[src/dcs_pkg.sv]
// constants, types and register map of the drive command source selector
package dcs_pkg;

  localparam int SPD_W  = 16;
  localparam int ADDR_W = 8;
  localparam int DATA_W = 32;
  localparam int STEP_N = 4;
  localparam int ERR_W  = 3;

  // register byte addresses
  localparam logic [ADDR_W-1:0] ADDR_MODE_SEL  = 8'h00;
  localparam logic [ADDR_W-1:0] ADDR_PANEL_SPD = 8'h04;
  localparam logic [ADDR_W-1:0] ADDR_JOG_SPD   = 8'h08;
  localparam logic [ADDR_W-1:0] ADDR_STOP_CFG  = 8'h0C;
  localparam logic [ADDR_W-1:0] ADDR_STATUS    = 8'h10;
  localparam logic [ADDR_W-1:0] ADDR_ERROR     = 8'h14;
  localparam logic [ADDR_W-1:0] ADDR_STEP_BASE = 8'h20;
  localparam logic [ADDR_W-1:0] ADDR_STEP_MASK = 8'hF3;
  localparam int                STEP_IDX_LSB   = 2;

  // mode_select_setting values
  localparam logic [2:0] SEL_TOGGLE    = 3'h0;
  localparam logic [2:0] SEL_PANEL     = 3'h1;
  localparam logic [2:0] SEL_TERM      = 3'h2;
  localparam logic [2:0] SEL_COMB1     = 3'h3;
  localparam logic [2:0] SEL_COMB2     = 3'h4;
  localparam logic [2:0] SEL_SWITCH    = 3'h6;
  localparam logic [2:0] SEL_INTERLOCK = 3'h7;
  localparam logic [2:0] SEL_RST       = SEL_TOGGLE;

  // reset values
  localparam logic [SPD_W-1:0] SPD_RST      = 16'h0000;
  localparam logic             STOP_ALL_RST = 1'b1;

  // network message kinds and mode codes
  localparam logic [1:0] NET_KIND_MODE  = 2'h0;
  localparam logic [1:0] NET_KIND_RUN   = 2'h1;
  localparam logic [1:0] NET_KIND_SPEED = 2'h2;
  localparam logic [1:0] NET_CODE_TERM  = 2'h0;
  localparam logic [1:0] NET_CODE_PANEL = 2'h1;
  localparam logic [1:0] NET_CODE_NET   = 2'h2;

  // status and error field positions
  localparam int ST_MODE_LSB = 0;
  localparam int ST_FWD      = 4;
  localparam int ST_REV      = 5;
  localparam int ST_STOP     = 6;
  localparam int ST_RUNNING  = 7;
  localparam int ST_SEL_LSB  = 8;
  localparam int ERR_SEL     = 0;
  localparam int ERR_LOCK    = 1;
  localparam int ERR_MODE    = 2;
  localparam int STOP_ALL    = 0;

  typedef enum logic [2:0] {
    MODE_TERM,
    MODE_PANEL,
    MODE_NET,
    MODE_COMB1,
    MODE_COMB2
  } dcs_mode_t;

  typedef struct packed {
    logic forward_run_input;
    logic reverse_run_input;
    logic speed_step_low_input;
    logic speed_step_mid_input;
    logic speed_step_high_input;
    logic speed_step_extra_input;
    logic process_loop_enable_input;
    logic analog_four_select_input;
    logic inching_input;
    logic panel_interlock_input;
    logic panel_mode_key;
    logic panel_run_key;
    logic panel_stop_key;
    logic panel_dir_rev;
  } dcs_pins_t;

  typedef struct packed {
    logic              wr;
    logic              rd;
    logic [ADDR_W-1:0] addr;
    logic [DATA_W-1:0] wdata;
  } dcs_bus_req_t;

  typedef struct packed {
    logic             valid;
    logic [1:0]       kind;
    logic [SPD_W-1:0] data;
  } dcs_net_msg_t;

endpackage

[src/dcs_sync.sv]
// two-stage synchroniser for a vector of pin inputs
module dcs_sync #(
  parameter int W = 1
) (
  input  wire logic         clock_i,
  input  wire logic         rst_i,
  input  wire logic [W-1:0] d_i,
  output logic      [W-1:0] q_o
);

  logic [W-1:0] meta_q;
  logic [W-1:0] sync_q;

  for (genvar i = 0; i < W; i++)
  begin : g_bit
    always_ff @(posedge clock_i or posedge rst_i)
    begin
      if (rst_i)
      begin
        meta_q[i] <= 1'b0;
        sync_q[i] <= 1'b0;
      end
      else
      begin
        meta_q[i] <= d_i[i];
        sync_q[i] <= meta_q[i];
      end
    end
  end

  assign q_o = sync_q;

endmodule

[src/dcs_source_select.sv]
// drive command source selector: operation mode, run source and speed reference
//
// Operation
// - In combined mode one the speed comes from step inputs, then process loop, then analog four, then panel setting.
// - The current operation mode picks where both run command and speed reference come from.
// - Terminal mode runs from the forward and reverse inputs and takes speed from analog, step or inching inputs.
// - Network mode takes run command and speed reference from serial messages.
// - Mode select 0 or 2 starts the device in terminal mode.
// - Mode select 2 keeps terminal or network mode and the panel mode key cannot reach panel mode.
// - Mode select 0 (reset default) lets each panel mode key press toggle terminal and panel mode.
// - Mode select 1 enters panel mode and refuses every mode change request.
// - In terminal mode only a small subset of settings may be written.
// - The mode select setting is written only while the motor is stopped, in any mode.
// - By default the panel stop key acts in every operation mode.
// - Mode select 3 takes panel speed with terminal run, 4 takes terminal speed with panel run.
// - In panel mode serial speed messages set the panel speed and serial run messages are ignored.
// - The mode may be changed from the panel or by a serial mode code.
// - Mode select 6 allows switching among panel, terminal and network while running.
// - Mode select 7 forces terminal mode whenever the panel interlock input is inactive.
//
// The placing of the registers and the address-and-strobe port were decided locally.
module dcs_source_select (
  input  wire logic                        clock_i,
  input  wire logic                        rst_i,
  input  wire dcs_pkg::dcs_bus_req_t       bus_i,
  output logic      [dcs_pkg::DATA_W-1:0] rd_data_o,
  input  wire dcs_pkg::dcs_pins_t          pins_i,
  input  wire logic                        motor_running_i,
  input  wire dcs_pkg::dcs_net_msg_t       net_i,
  input  wire logic [dcs_pkg::SPD_W-1:0]  analog_two_i,
  input  wire logic [dcs_pkg::SPD_W-1:0]  analog_four_i,
  input  wire logic [dcs_pkg::SPD_W-1:0]  process_loop_speed_i,
  output dcs_pkg::dcs_mode_t               op_mode_o,
  output logic                             run_fwd_o,
  output logic                             run_rev_o,
  output logic      [dcs_pkg::SPD_W-1:0]  speed_ref_o
);
  import dcs_pkg::*;

  dcs_pins_t          pins_s;
  logic [2:0]         keys_prev_q;
  logic [2:0]         keys_prev_d;
  dcs_mode_t          mode_q;
  dcs_mode_t          mode_d;
  logic [2:0]         sel_q;
  logic [2:0]         sel_d;
  logic [SPD_W-1:0]   panel_spd_q;
  logic [SPD_W-1:0]   panel_spd_d;
  logic [SPD_W-1:0]   jog_spd_q;
  logic [SPD_W-1:0]   jog_spd_d;
  logic [SPD_W-1:0]   step_q [STEP_N];
  logic [SPD_W-1:0]   step_d [STEP_N];
  logic               stop_all_q;
  logic               stop_all_d;
  logic [ERR_W-1:0]   err_q;
  logic [ERR_W-1:0]   err_d;
  logic               pnl_fwd_q;
  logic               pnl_fwd_d;
  logic               pnl_rev_q;
  logic               pnl_rev_d;
  logic               net_fwd_q;
  logic               net_fwd_d;
  logic               net_rev_q;
  logic               net_rev_d;
  logic [SPD_W-1:0]   net_spd_q;
  logic [SPD_W-1:0]   net_spd_d;
  logic               stop_hold_q;
  logic               stop_hold_d;
  logic               run_fwd_q;
  logic               run_fwd_d;
  logic               run_rev_q;
  logic               run_rev_d;
  logic [SPD_W-1:0]   speed_q;
  logic [SPD_W-1:0]   speed_d;
  logic [DATA_W-1:0]  rd_data_q;
  logic [DATA_W-1:0]  rd_data_d;

  // every panel key and terminal pin is asynchronous to the controller clock
  dcs_sync #(
    .W ($bits(dcs_pins_t))
  ) u_sync (
    .clock_i (clock_i),
    .rst_i   (rst_i),
    .d_i     (pins_i),
    .q_o     (pins_s)
  );

  function automatic logic sel_legal(input logic [2:0] v);
    sel_legal = (v != 3'h5);
  endfunction

  function automatic dcs_mode_t sel_mode(input logic [2:0] v);
    case (v)
      SEL_PANEL: sel_mode = MODE_PANEL;
      SEL_COMB1: sel_mode = MODE_COMB1;
      SEL_COMB2: sel_mode = MODE_COMB2;
      default:   sel_mode = MODE_TERM;
    endcase
  endfunction

  always_comb
  begin
    logic             mode_key_p;
    logic             run_key_p;
    logic             stop_key_p;
    logic             req;
    logic             allowed;
    dcs_mode_t        target;
    logic             net_ok;
    logic             wr_sel;
    logic             term_lock;
    logic [3:0]       steps;
    logic             step_hit;
    logic [1:0]       step_idx;
    logic [SPD_W-1:0] term_spd;
    logic [SPD_W-1:0] comb1_spd;
    logic             cmd_f;
    logic             cmd_r;
    mode_key_p  = 1'b0;
    run_key_p   = 1'b0;
    stop_key_p  = 1'b0;
    req         = 1'b0;
    allowed     = 1'b0;
    target      = mode_q;
    net_ok      = 1'b0;
    wr_sel      = 1'b0;
    term_lock   = 1'b0;
    steps       = 4'h0;
    step_hit    = 1'b0;
    step_idx    = 2'h0;
    term_spd    = SPD_RST;
    comb1_spd   = SPD_RST;
    cmd_f       = 1'b0;
    cmd_r       = 1'b0;
    mode_d      = mode_q;
    sel_d       = sel_q;
    panel_spd_d = panel_spd_q;
    jog_spd_d   = jog_spd_q;
    step_d      = step_q;
    stop_all_d  = stop_all_q;
    err_d       = err_q;
    pnl_fwd_d   = pnl_fwd_q;
    pnl_rev_d   = pnl_rev_q;
    net_fwd_d   = net_fwd_q;
    net_rev_d   = net_rev_q;
    net_spd_d   = net_spd_q;
    rd_data_d   = '0;

    keys_prev_d = {pins_s.panel_mode_key, pins_s.panel_run_key, pins_s.panel_stop_key};
    mode_key_p  = pins_s.panel_mode_key & ~keys_prev_q[2];
    run_key_p   = pins_s.panel_run_key & ~keys_prev_q[1];
    stop_key_p  = pins_s.panel_stop_key & ~keys_prev_q[0];

    // error flags clear by writing one; a new event in the same cycle wins
    if (bus_i.wr && bus_i.addr == ADDR_ERROR)
    begin
      err_d = err_q & ~bus_i.wdata[ERR_W-1:0];
    end

    // mode change requests from the panel key or a serial mode code
    if (mode_key_p)
    begin
      req    = 1'b1;
      target = (mode_q == MODE_PANEL) ? MODE_TERM : MODE_PANEL;
    end
    else if (net_i.valid && net_i.kind == NET_KIND_MODE)
    begin
      req = 1'b1;
      case (net_i.data[1:0])
        NET_CODE_TERM:  target = MODE_TERM;
        NET_CODE_PANEL: target = MODE_PANEL;
        NET_CODE_NET:   target = MODE_NET;
        default:        req = 1'b0;
      endcase
      if (net_i.data[1:0] == 2'h3)
      begin
        err_d[ERR_MODE] = 1'b1;
      end
    end
    case (sel_q)
      SEL_TOGGLE:    allowed = 1'b1;
      SEL_TERM:      allowed = (target != MODE_PANEL);
      SEL_SWITCH:    allowed = 1'b1;
      SEL_INTERLOCK: allowed = pins_s.panel_interlock_input;
      default:       allowed = 1'b0;
    endcase
    // outside switchover mode the motor must be stopped to change mode
    if (sel_q != SEL_SWITCH && motor_running_i)
    begin
      allowed = 1'b0;
    end
    if (req)
    begin
      if (allowed)
      begin
        mode_d = target;
      end
      else
      begin
        err_d[ERR_MODE] = 1'b1;
      end
    end
    if (sel_q == SEL_INTERLOCK && !pins_s.panel_interlock_input)
    begin
      mode_d = MODE_TERM;
    end

    // register writes
    term_lock = (mode_q == MODE_TERM);
    if (bus_i.wr)
    begin
      if (bus_i.addr == ADDR_MODE_SEL)
      begin
        wr_sel = 1'b1;
      end
      else if (bus_i.addr == ADDR_STOP_CFG)
      begin
        stop_all_d = bus_i.wdata[STOP_ALL];
      end
      else if (bus_i.addr == ADDR_PANEL_SPD || bus_i.addr == ADDR_JOG_SPD
               || (bus_i.addr & ADDR_STEP_MASK) == ADDR_STEP_BASE)
      begin
        if (term_lock)
        begin
          err_d[ERR_LOCK] = 1'b1;
        end
        else if (bus_i.addr == ADDR_PANEL_SPD)
        begin
          panel_spd_d = bus_i.wdata[SPD_W-1:0];
        end
        else if (bus_i.addr == ADDR_JOG_SPD)
        begin
          jog_spd_d = bus_i.wdata[SPD_W-1:0];
        end
        else
        begin
          step_d[bus_i.addr[STEP_IDX_LSB+1:STEP_IDX_LSB]] = bus_i.wdata[SPD_W-1:0];
        end
      end
    end
    if (wr_sel)
    begin
      if (sel_legal(bus_i.wdata[2:0]) && bus_i.wdata[DATA_W-1:3] == '0
          && !motor_running_i)
      begin
        sel_d  = bus_i.wdata[2:0];
        mode_d = sel_mode(bus_i.wdata[2:0]);
      end
      else
      begin
        err_d[ERR_SEL] = 1'b1;
      end
    end

    // serial run and speed messages, taken in network mode, seen in panel mode
    net_ok = (mode_q == MODE_NET) || (mode_q == MODE_PANEL);
    if (net_i.valid && net_ok && mode_q == MODE_NET)
    begin
      if (net_i.kind == NET_KIND_RUN)
      begin
        net_fwd_d = net_i.data[0];
        net_rev_d = net_i.data[1];
      end
      else if (net_i.kind == NET_KIND_SPEED)
      begin
        net_spd_d = net_i.data;
      end
    end
    else if (net_i.valid && net_ok && net_i.kind == NET_KIND_SPEED)
    begin
      panel_spd_d = net_i.data;
    end

    // panel run keys latch a direction, the stop key drops it
    if (run_key_p)
    begin
      pnl_fwd_d = ~pins_s.panel_dir_rev;
      pnl_rev_d = pins_s.panel_dir_rev;
    end
    if (stop_key_p)
    begin
      pnl_fwd_d = 1'b0;
      pnl_rev_d = 1'b0;
    end

    // run source
    case (mode_q)
      MODE_TERM, MODE_COMB1:
      begin
        cmd_f = pins_s.forward_run_input;
        cmd_r = pins_s.reverse_run_input;
      end
      MODE_PANEL, MODE_COMB2:
      begin
        cmd_f = pnl_fwd_q;
        cmd_r = pnl_rev_q;
      end
      MODE_NET:
      begin
        cmd_f = net_fwd_q;
        cmd_r = net_rev_q;
      end
      default:
      begin
        cmd_f = 1'b0;
        cmd_r = 1'b0;
      end
    endcase
    // a stop from the panel holds until the selected run command is released
    stop_hold_d = stop_hold_q & (cmd_f | cmd_r);
    if (stop_key_p && (stop_all_q || mode_q == MODE_PANEL))
    begin
      stop_hold_d = 1'b1;
    end
    run_fwd_d = cmd_f & ~cmd_r & ~stop_hold_d;
    run_rev_d = cmd_r & ~cmd_f & ~stop_hold_d;

    // speed source
    steps    = {pins_s.speed_step_extra_input, pins_s.speed_step_high_input,
                pins_s.speed_step_mid_input, pins_s.speed_step_low_input};
    step_hit = |steps;
    for (int i = 0; i < STEP_N; i++)
    begin
      if (steps[i])
      begin
        step_idx = 2'(i);
      end
    end
    if (step_hit)
    begin
      term_spd = step_q[step_idx];
    end
    else if (pins_s.inching_input)
    begin
      term_spd = jog_spd_q;
    end
    else if (pins_s.analog_four_select_input)
    begin
      term_spd = analog_four_i;
    end
    else
    begin
      term_spd = analog_two_i;
    end
    if (step_hit)
    begin
      comb1_spd = step_q[step_idx];
    end
    else if (pins_s.process_loop_enable_input)
    begin
      comb1_spd = process_loop_speed_i;
    end
    else if (pins_s.analog_four_select_input)
    begin
      comb1_spd = analog_four_i;
    end
    else
    begin
      comb1_spd = panel_spd_q;
    end
    case (mode_q)
      MODE_TERM, MODE_COMB2: speed_d = term_spd;
      MODE_COMB1:            speed_d = comb1_spd;
      MODE_PANEL:            speed_d = panel_spd_q;
      MODE_NET:              speed_d = net_spd_q;
      default:               speed_d = SPD_RST;
    endcase

    // read data, valid in the cycle after the strobe
    if (bus_i.rd)
    begin
      case (bus_i.addr)
        ADDR_MODE_SEL:  rd_data_d[2:0] = sel_q;
        ADDR_PANEL_SPD: rd_data_d[SPD_W-1:0] = panel_spd_q;
        ADDR_JOG_SPD:   rd_data_d[SPD_W-1:0] = jog_spd_q;
        ADDR_STOP_CFG:  rd_data_d[STOP_ALL] = stop_all_q;
        ADDR_STATUS:
        begin
          rd_data_d[ST_MODE_LSB+2:ST_MODE_LSB] = mode_q;
          rd_data_d[ST_FWD]                    = run_fwd_q;
          rd_data_d[ST_REV]                    = run_rev_q;
          rd_data_d[ST_STOP]                   = stop_hold_q;
          rd_data_d[ST_RUNNING]                = motor_running_i;
          rd_data_d[ST_SEL_LSB+2:ST_SEL_LSB]   = sel_q;
        end
        ADDR_ERROR:     rd_data_d[ERR_W-1:0] = err_q;
        default:
        begin
          if ((bus_i.addr & ADDR_STEP_MASK) == ADDR_STEP_BASE)
          begin
            rd_data_d[SPD_W-1:0] = step_q[bus_i.addr[STEP_IDX_LSB+1:STEP_IDX_LSB]];
          end
        end
      endcase
    end
  end

  always_ff @(posedge clock_i or posedge rst_i)
  begin
    if (rst_i)
    begin
      keys_prev_q <= 3'h0;
      mode_q      <= MODE_TERM;
      sel_q       <= SEL_RST;
      panel_spd_q <= SPD_RST;
      jog_spd_q   <= SPD_RST;
      step_q      <= '{default: SPD_RST};
      stop_all_q  <= STOP_ALL_RST;
      err_q       <= '0;
      pnl_fwd_q   <= 1'b0;
      pnl_rev_q   <= 1'b0;
      net_fwd_q   <= 1'b0;
      net_rev_q   <= 1'b0;
      net_spd_q   <= SPD_RST;
      stop_hold_q <= 1'b0;
      run_fwd_q   <= 1'b0;
      run_rev_q   <= 1'b0;
      speed_q     <= SPD_RST;
      rd_data_q   <= '0;
    end
    else
    begin
      keys_prev_q <= keys_prev_d;
      mode_q      <= mode_d;
      sel_q       <= sel_d;
      panel_spd_q <= panel_spd_d;
      jog_spd_q   <= jog_spd_d;
      step_q      <= step_d;
      stop_all_q  <= stop_all_d;
      err_q       <= err_d;
      pnl_fwd_q   <= pnl_fwd_d;
      pnl_rev_q   <= pnl_rev_d;
      net_fwd_q   <= net_fwd_d;
      net_rev_q   <= net_rev_d;
      net_spd_q   <= net_spd_d;
      stop_hold_q <= stop_hold_d;
      run_fwd_q   <= run_fwd_d;
      run_rev_q   <= run_rev_d;
      speed_q     <= speed_d;
      rd_data_q   <= rd_data_d;
    end
  end

  assign op_mode_o   = mode_q;
  assign run_fwd_o   = run_fwd_q;
  assign run_rev_o   = run_rev_q;
  assign speed_ref_o = speed_q;
  assign rd_data_o   = rd_data_q;

endmodule

[config.mk]
export PLATFORM = sky130hd
export DESIGN_NAME = dcs_source_select
export DESIGN_NICKNAME = d
export VERILOG_FILES = /design/src/dcs_pkg.sv /design/src/dcs_sync.sv /design/src/dcs_source_select.sv
export SDC_FILE = /design/constraint.sdc
export NUM_CORES = 1
export LEC_CHECK = 0
export ABC_AREA = 1
export BUFFER_PORTS_ARGS = -buffer_cell sky130_fd_sc_hd__buf_4
export CORE_UTILIZATION = 55
export CTS_BUF_LIST = sky130_fd_sc_hd__clkbuf_8
export DETAILED_ROUTE_END_ITERATION = 8
export GPL_ROUTABILITY_DRIVEN = 0
export GPL_TIMING_DRIVEN = 0
export MAX_ROUTING_LAYER = met4
export PLACE_DENSITY = 0.79
export SETUP_SLACK_MARGIN = 0.3
export SYNTH_ARGS = -nofsm -noshare
export SYNTH_HDL_FRONTEND = slang
export SYNTH_SLANG_ARGS = --single-unit
[constraint.sdc]
create_clock -name clock_i -period 7.2 [get_ports clock_i]
set_input_delay 0.36 -clock clock_i [delete_from_list [all_inputs] [get_ports clock_i]]
set_output_delay 0.36 -clock clock_i [all_outputs]
set_load 0.005 [all_outputs]
==> After elaboration in Yosys (flattened, before gate mapping) <==
Cells that the tools add are included.
{ "classes": {"order_cmp": 3, "eq_ne": 24, "muxes": 71, "n_bitwise": 26, "reduce_logical": 38} }
{ "op_table": {"columns": ["op", "count"], "rows": [
  ["$mux 16", 21],
  ["$bmux 16 s2", 2],
  ["$bwmux 64", 1],
  ["$pmux 16 s4", 1],
  ["$demux 16 s2", 1],
  ["$logic_not 29->1", 1],
  ["$pmux 7 s4", 1],
  ["$mux 1", 25],
  ["$mux 3", 8],
  ["$pmux 3 s3", 2],
  ["$eq 8x4->1 const B", 2],
  ["$eq 8x5->1 const B", 2],
  ["$pmux 5 s3", 1],
  ["$reduce_and 7->1", 2],
  ["$not 1->1", 13],
  ["$eq 3x2->1 const B", 4],
  ["$eq 3x3->1 const B", 4],
  ["$pmux 1 s3", 4],
  ["$pmux 2 s6", 1],
  ["$logic_and 1x1->1", 11],
  ["$and 1x1->1", 8],
  ["$eq 8x3->1 const B", 1],
  ["$logic_not 8->1", 1],
  ["$reduce_or 2->1", 4],
  ["23 further kinds", 41]
]} }
{ "totals": {"register_bits": 192, "input_bits": 126, "elab_cells": 211} }

==> Depth between registers and ports, before layout <==
{ "logic_depth": {"depth_word": 12, "ltp_mapped": 12, "depth_no_buf": 12} }

==> Hierarchy <==
Synthesis repeated with hierarchy kept, for this count alone.
{ "hier_totals": {"cells_unflattened": 1210, "area_unflattened_um2": 9699.3} }
{ "by_module_without_submodules": {"columns": ["mod", "instances", "cells_per_inst", "area_each_um2", "seq_area_each_um2"], "rows": [
  ["dcs_source_select", 1, 1181, 8994.9, 4105.2],
  ["dcs_sync", 1, 29, 704.4, 700.7]
]} }

==> Worst setup path before layout <==
Ideal clock, no wire load.
{ "synth_timing": {"path_kind": "in2reg", "from": "input port net_i[17] in the netlist's numbering", "to": "register mode_q[0] (netlist: op_mode_o[0])", "t_arrival_ns": 1.439, "required_time_ns": 7.082, "slack_ns": 5.643, "stages": 10, "path_buffers": 0, "cell_sequence": "nor2_1 > nand2_1 > o21ai_0 > inv_1 > nand2_1 > nand3_2 > nand3_2 > nand2_1 > nand3_1 > nand2_1"} }
{ "synth_between": {"elab_chain_len": 12} }
{ "synth_lines": {"columns": ["element", "line_no", "text"], "rows": [
  ["start, declared", "dcs_source_select.sv:29", "input wire dcs_pkg::dcs_net_msg_t net_i,"],
  ["$logic_not 2->1 (*)", "dcs_source_select.sv:166", "else if (net_i.valid && net_i.kind == NET_KIND_MODE)"],
  ["$logic_and 1x1->1 (*)", "dcs_source_select.sv:166", null],
  ["$mux 3", "dcs_source_select.sv:166", null],
  ["$mux 3", "dcs_source_select.sv:161", "if (mode_key_p)"],
  ["$ne 3x1->1", "dcs_source_select.sv:182", "SEL_TERM: allowed = (target != MODE_PANEL);"],
  ["$pmux 1 s3", "dcs_source_select.sv:180", "case (sel_q)"],
  ["$mux 1", "dcs_source_select.sv:188", "if (sel_q != SEL_SWITCH && motor_running_i)"],
  ["$mux 3", "dcs_source_select.sv:194", "if (allowed)"],
  ["$mux 3 (*)", "dcs_source_select.sv:192", "if (req)"],
  ["$mux 3 (*)", "dcs_source_select.sv:203", "if (sel_q == SEL_INTERLOCK && !pins_s.panel_interlock_input)"],
  ["$mux 3", "dcs_source_select.sv:243", "if (sel_legal(bus_i.wdata[2:0]) && bus_i.wdata[DATA_W-1:3] == '0"],
  ["$mux 3 (*)", "dcs_source_select.sv:241", "if (wr_sel)"],
  ["via mode_d[0]", "dcs_source_select.sv:44", "dcs_mode_t mode_d;"],
  ["end signal, assigned", "dcs_source_select.sv:424", "mode_q <= mode_d;"],
  ["end, declared", "dcs_source_select.sv:43", "dcs_mode_t mode_q;"]
]} }
The timed path passes the listed nets; every way through them passes the cells marked *.
A chain may end at the register's enable or synchronous reset.

==> Final worst setup path <==
{ "layout_timing": {"from": "register u_sync.sync_q[8] (netlist: u_sync.q_o[8])", "to": "register speed_q[11] (netlist: speed_ref_o[11])"} }
{ "layout_between": {"elab_chain_len": 7} }
{ "layout_lines": {"columns": ["element", "line_no", "text"], "rows": [
  ["start, declared", "dcs_sync.sv:12", "logic [W-1:0] sync_q;"],
  ["start signal, assigned by index", "dcs_sync.sv:26", "sync_q[i] <= meta_q[i];"],
  ["$mux 2", "dcs_source_select.sv:324", "if (steps[i])"],
  ["$not 2->3 (not written as such)", "dcs_source_select.sv:331, dcs_source_select.sv:347", null],
  ["$bmux 16 s2", "dcs_source_select.sv:331, dcs_source_select.sv:347", null],
  ["$mux 16 (not written as such) (2 in series)", "dcs_source_select.sv:331, dcs_source_select.sv:347", null],
  ["$mux 16 (on tied branches)", "dcs_source_select.sv:345, dcs_source_select.sv:329", null],
  ["$pmux 16 s4 (*)", "dcs_source_select.sv:361", "case (mode_q)"],
  ["via speed_d[11]", "dcs_source_select.sv:74", "logic [SPD_W-1:0] speed_d;"],
  ["end signal, assigned", "dcs_source_select.sv:439", "speed_q <= speed_d;"],
  ["end, declared", "dcs_source_select.sv:73", "logic [SPD_W-1:0] speed_q;"]
]} }
The timed path passes the listed nets; every way through them passes the cells marked *. The select of a mux whose other input is x is not followed.

==> results.cfg <==
[final_layout]
layout_commonest_cell = nand2_1
diodes = 0
fin_area_um2 = 11900
syn_to_final_growth_pct = 21.9
final_cell_mix = nand2_1, dfrtp_1, buf_4
final_cells = 1669
layout-drive-gt1-share = 0.204
final_util = 0.688
final_nets = 1557

[worst_setup_path]
required_ns = 7.62
arrival_ns = 2.63
worstSetupPathType = register to register
crit_top_cell = inv_2
cp-end-kind = register
crit_chain = nor2_4 > inv_2 > nor2_8 > inv_2 > nor2_4 > inv_2 > buf_2 > o21ai_1 > nand3_1 > nand3b_1
critPathMaxStageDelay_ns = 0.50
cp_slowest_cell = dfrtp_1
cp_max_fo = 10
start_kind = register

[routing]
drt-initial-drc-count = 1536
post-route-drc-count = 0
drtPass1Iterations = 8
detail-route-antenna-nets = 0
drt-total-wl_um = 32500
viasPerCell = 6.08
wl_per_cell_um = 19.4
vias = 10100

[grt]
grt_util_all_layers = 0.379
antenna_found_initial = 0
grt_max_degree = 135
grt_pass1_wl_um = 50300
grt-ovfl-total = 0
grt_pass1_vias = 9510

[clock_network]
cts_buffers = 17
postCtsSetupRepairBufs = 0
clock_sinks = 192
cts_tree = done
clk_latency_ns = 0.50
root_buffer = clkbuf_8
ctsHtreeMaxLevel = 4
path_clk_slew_ns = 0.11
clockBufferDepth = 2

[sta]
min_period_over_period = 0.307
rsz0062_at_grt = no
finalSetupViolations = 0
worst_slew_pin_slew_ns = 0.684
finalCriticalPeriod_ns = 2.21
slew_viol_final = 0
max_slew_margin = 0.540
tns_ns = 0
fin_worst_skew_ns = 0.0151
hold_ws_ns = 0.104
fin_ws_ns = 4.99
final_hold_viol_count = 0
max_freq_mhz = 453

[die]
core_um2 = 17300
io_pins = 179
die_area_um2 = 18300
fp.dieW_um = 135
initial_utilization = 0.565
fp.dieH_um = 135
rows = 48

[power_and_ir_drop]
p_total_mw = 2.73
switchingPower_mw = 0.931
max-vdd-ir-drop_v = 0.000164
p_leak_nw = 5.67
p_per_area_nw_per_um2 = 230
clkPwrFrac = 0.269
p_comb_frac = 0.232
p_seq_frac = 0.499
netSwitchingFraction = 0.341
internal-power_mw = 1.80

[placed_design]
dp_hpwl_um = 24100
place_area_um2 = 11400
io_buffers = 162
dp_cells = 1622
dp_slack_ns = 4.88

[outcome]
outcome = complete, no violations

[synthesis]
ys_seq_elements = 192
synthCells = 1219
synth_area_leaders = dfrtp_1, nand2_1, o21ai_0, o21ai_1, nor2_1
ys_types = 42
synth_top_area_cell = dfrtp_1
yosysWarnings = 0
avgSynthCellArea_um2 = 8.01
seq_area_frac_synth = 0.492
netlist_area_um2 = 9770
yosys.area.top_type_share = 0.489

[hold_path]
hold_class = input port to register

[run]
max_cap_viol_count = 0
path summary, 6_finish.rpt:
kind	from	end	slack [ns]	cells after the start
setup / recovery	u_sync.q_o[8]	speed_ref_o[11]	4.99	10
hold / removal	net_i[15]	net_spd_q[15]	0.10	3
setup reg to reg	u_sync.q_o[8]	speed_ref_o[11]	4.99	10
hold reg to reg	u_sync.meta_q[8]	u_sync.q_o[8]	0.36	0
max in group asynchronous	rst_i	jog_spd_q[6]	5.78	4
min in group asynchronous	rst_i	step_q[0]	0.41	3
state kept, by name, summed over array words and instances, names as in the netlist:
signal         count
u_sync.q_o        14
keys_prev_q        3
panel_spd_q       16
jog_spd_q         16
step_q            64
err_q              3
pnl_rev_q          1
sel_q              3
stop_all_q         1
speed_ref_o       16
net_rev_q          1
rd_data_o         16
net_fwd_q          1
u_sync.meta_q     14
stop_hold_q        1
run_fwd_o          1
pnl_fwd_q          1
net_spd_q         16
run_rev_o          1
op_mode_o          3
power groups by stage:
stage | registers [mW] | logic (mW) | clock network (mW)
2_1_floorplan | 1.35 | 0.348 | 0
3_3_place_gp | 1.37 | 0.590 | 0
3_5_place_dp | 1.38 | 0.607 | 0
4_1_cts | 1.36 | 0.618 | 0.732
5_1_grt | 1.38 | 0.691 | 0.772
6_report | 1.36 | 0.634 | 0.735
layout make-up:
| cell class | instances | area, um2 |
|---|---|---|
| Tap cell | 225 | 282 |
| Fill cell | 1463 | 5390 |
| Timing Repair Buffer | 178 | 1390 |
| Inverter | 115 | 439 |
| Clock inverter | 15 | 161 |
| Multi-Input combinational cell | 855 | 4190 |
| Buffer | 72 | 393 |
| Sequential cell | 192 | 4810 |
| Clock buffer | 17 | 234 |
worst max-delay path, delay by kind of cell (launching register included):
family                 cells  cell delay, ns
and+or+nand+nor            5            0.87
DFF                        1            0.50
buffers and inverters      4            0.50
AOI/OAI and AO/OA          1            0.25
logic make-up (layout without fill, tap and decap cells):
group,Yosys count,in the layout,share of synthesized area
multiplexers,2,2,0.00231
other,1,16,0.000384
AO/OA/AOI/OAI,325,325,0.192
buffers and inverters,187,397,0.0844
flip-flops,192,192,0.492
AND/OR/NAND/NOR,512,512,0.229
Yosys cell counts (all sizes together):
master and number:
a21oi 54, a22o 1, a22oi 4, a31oi 10
and2 1, buf 51, clkbuf 21, clkinv 2
conb 1, dfrtp 191, dfstp 1, inv 113
mux2 2, nand2 306, nand3 55, nand3b 11
nand4 14, nor2 109, nor3 14, nor3b 1
nor4 1, o2111ai 7, o211ai 12, o21a 1
o21ai 201, o22ai 3, o311ai 31, o31ai 1
timing repair:
item | 4_1_cts | 5_1_grt
hold buffers | 15 | 0
resized for setup | 0 | 0
hold endpoints to repair | 72 | 0
metal layers:
layer  GRT usage  up-vias  wire [um]  share of wire
li1            -     4471          -              -
met1       0.493     4701      12200           0.38
met2       0.563      799      14600           0.45
met3      0.0718      173       3750           0.12
met4       0.206        0       1950          0.060
met5           -        -          0              0
Note: power is estimated with default switching activity, not from simulation.
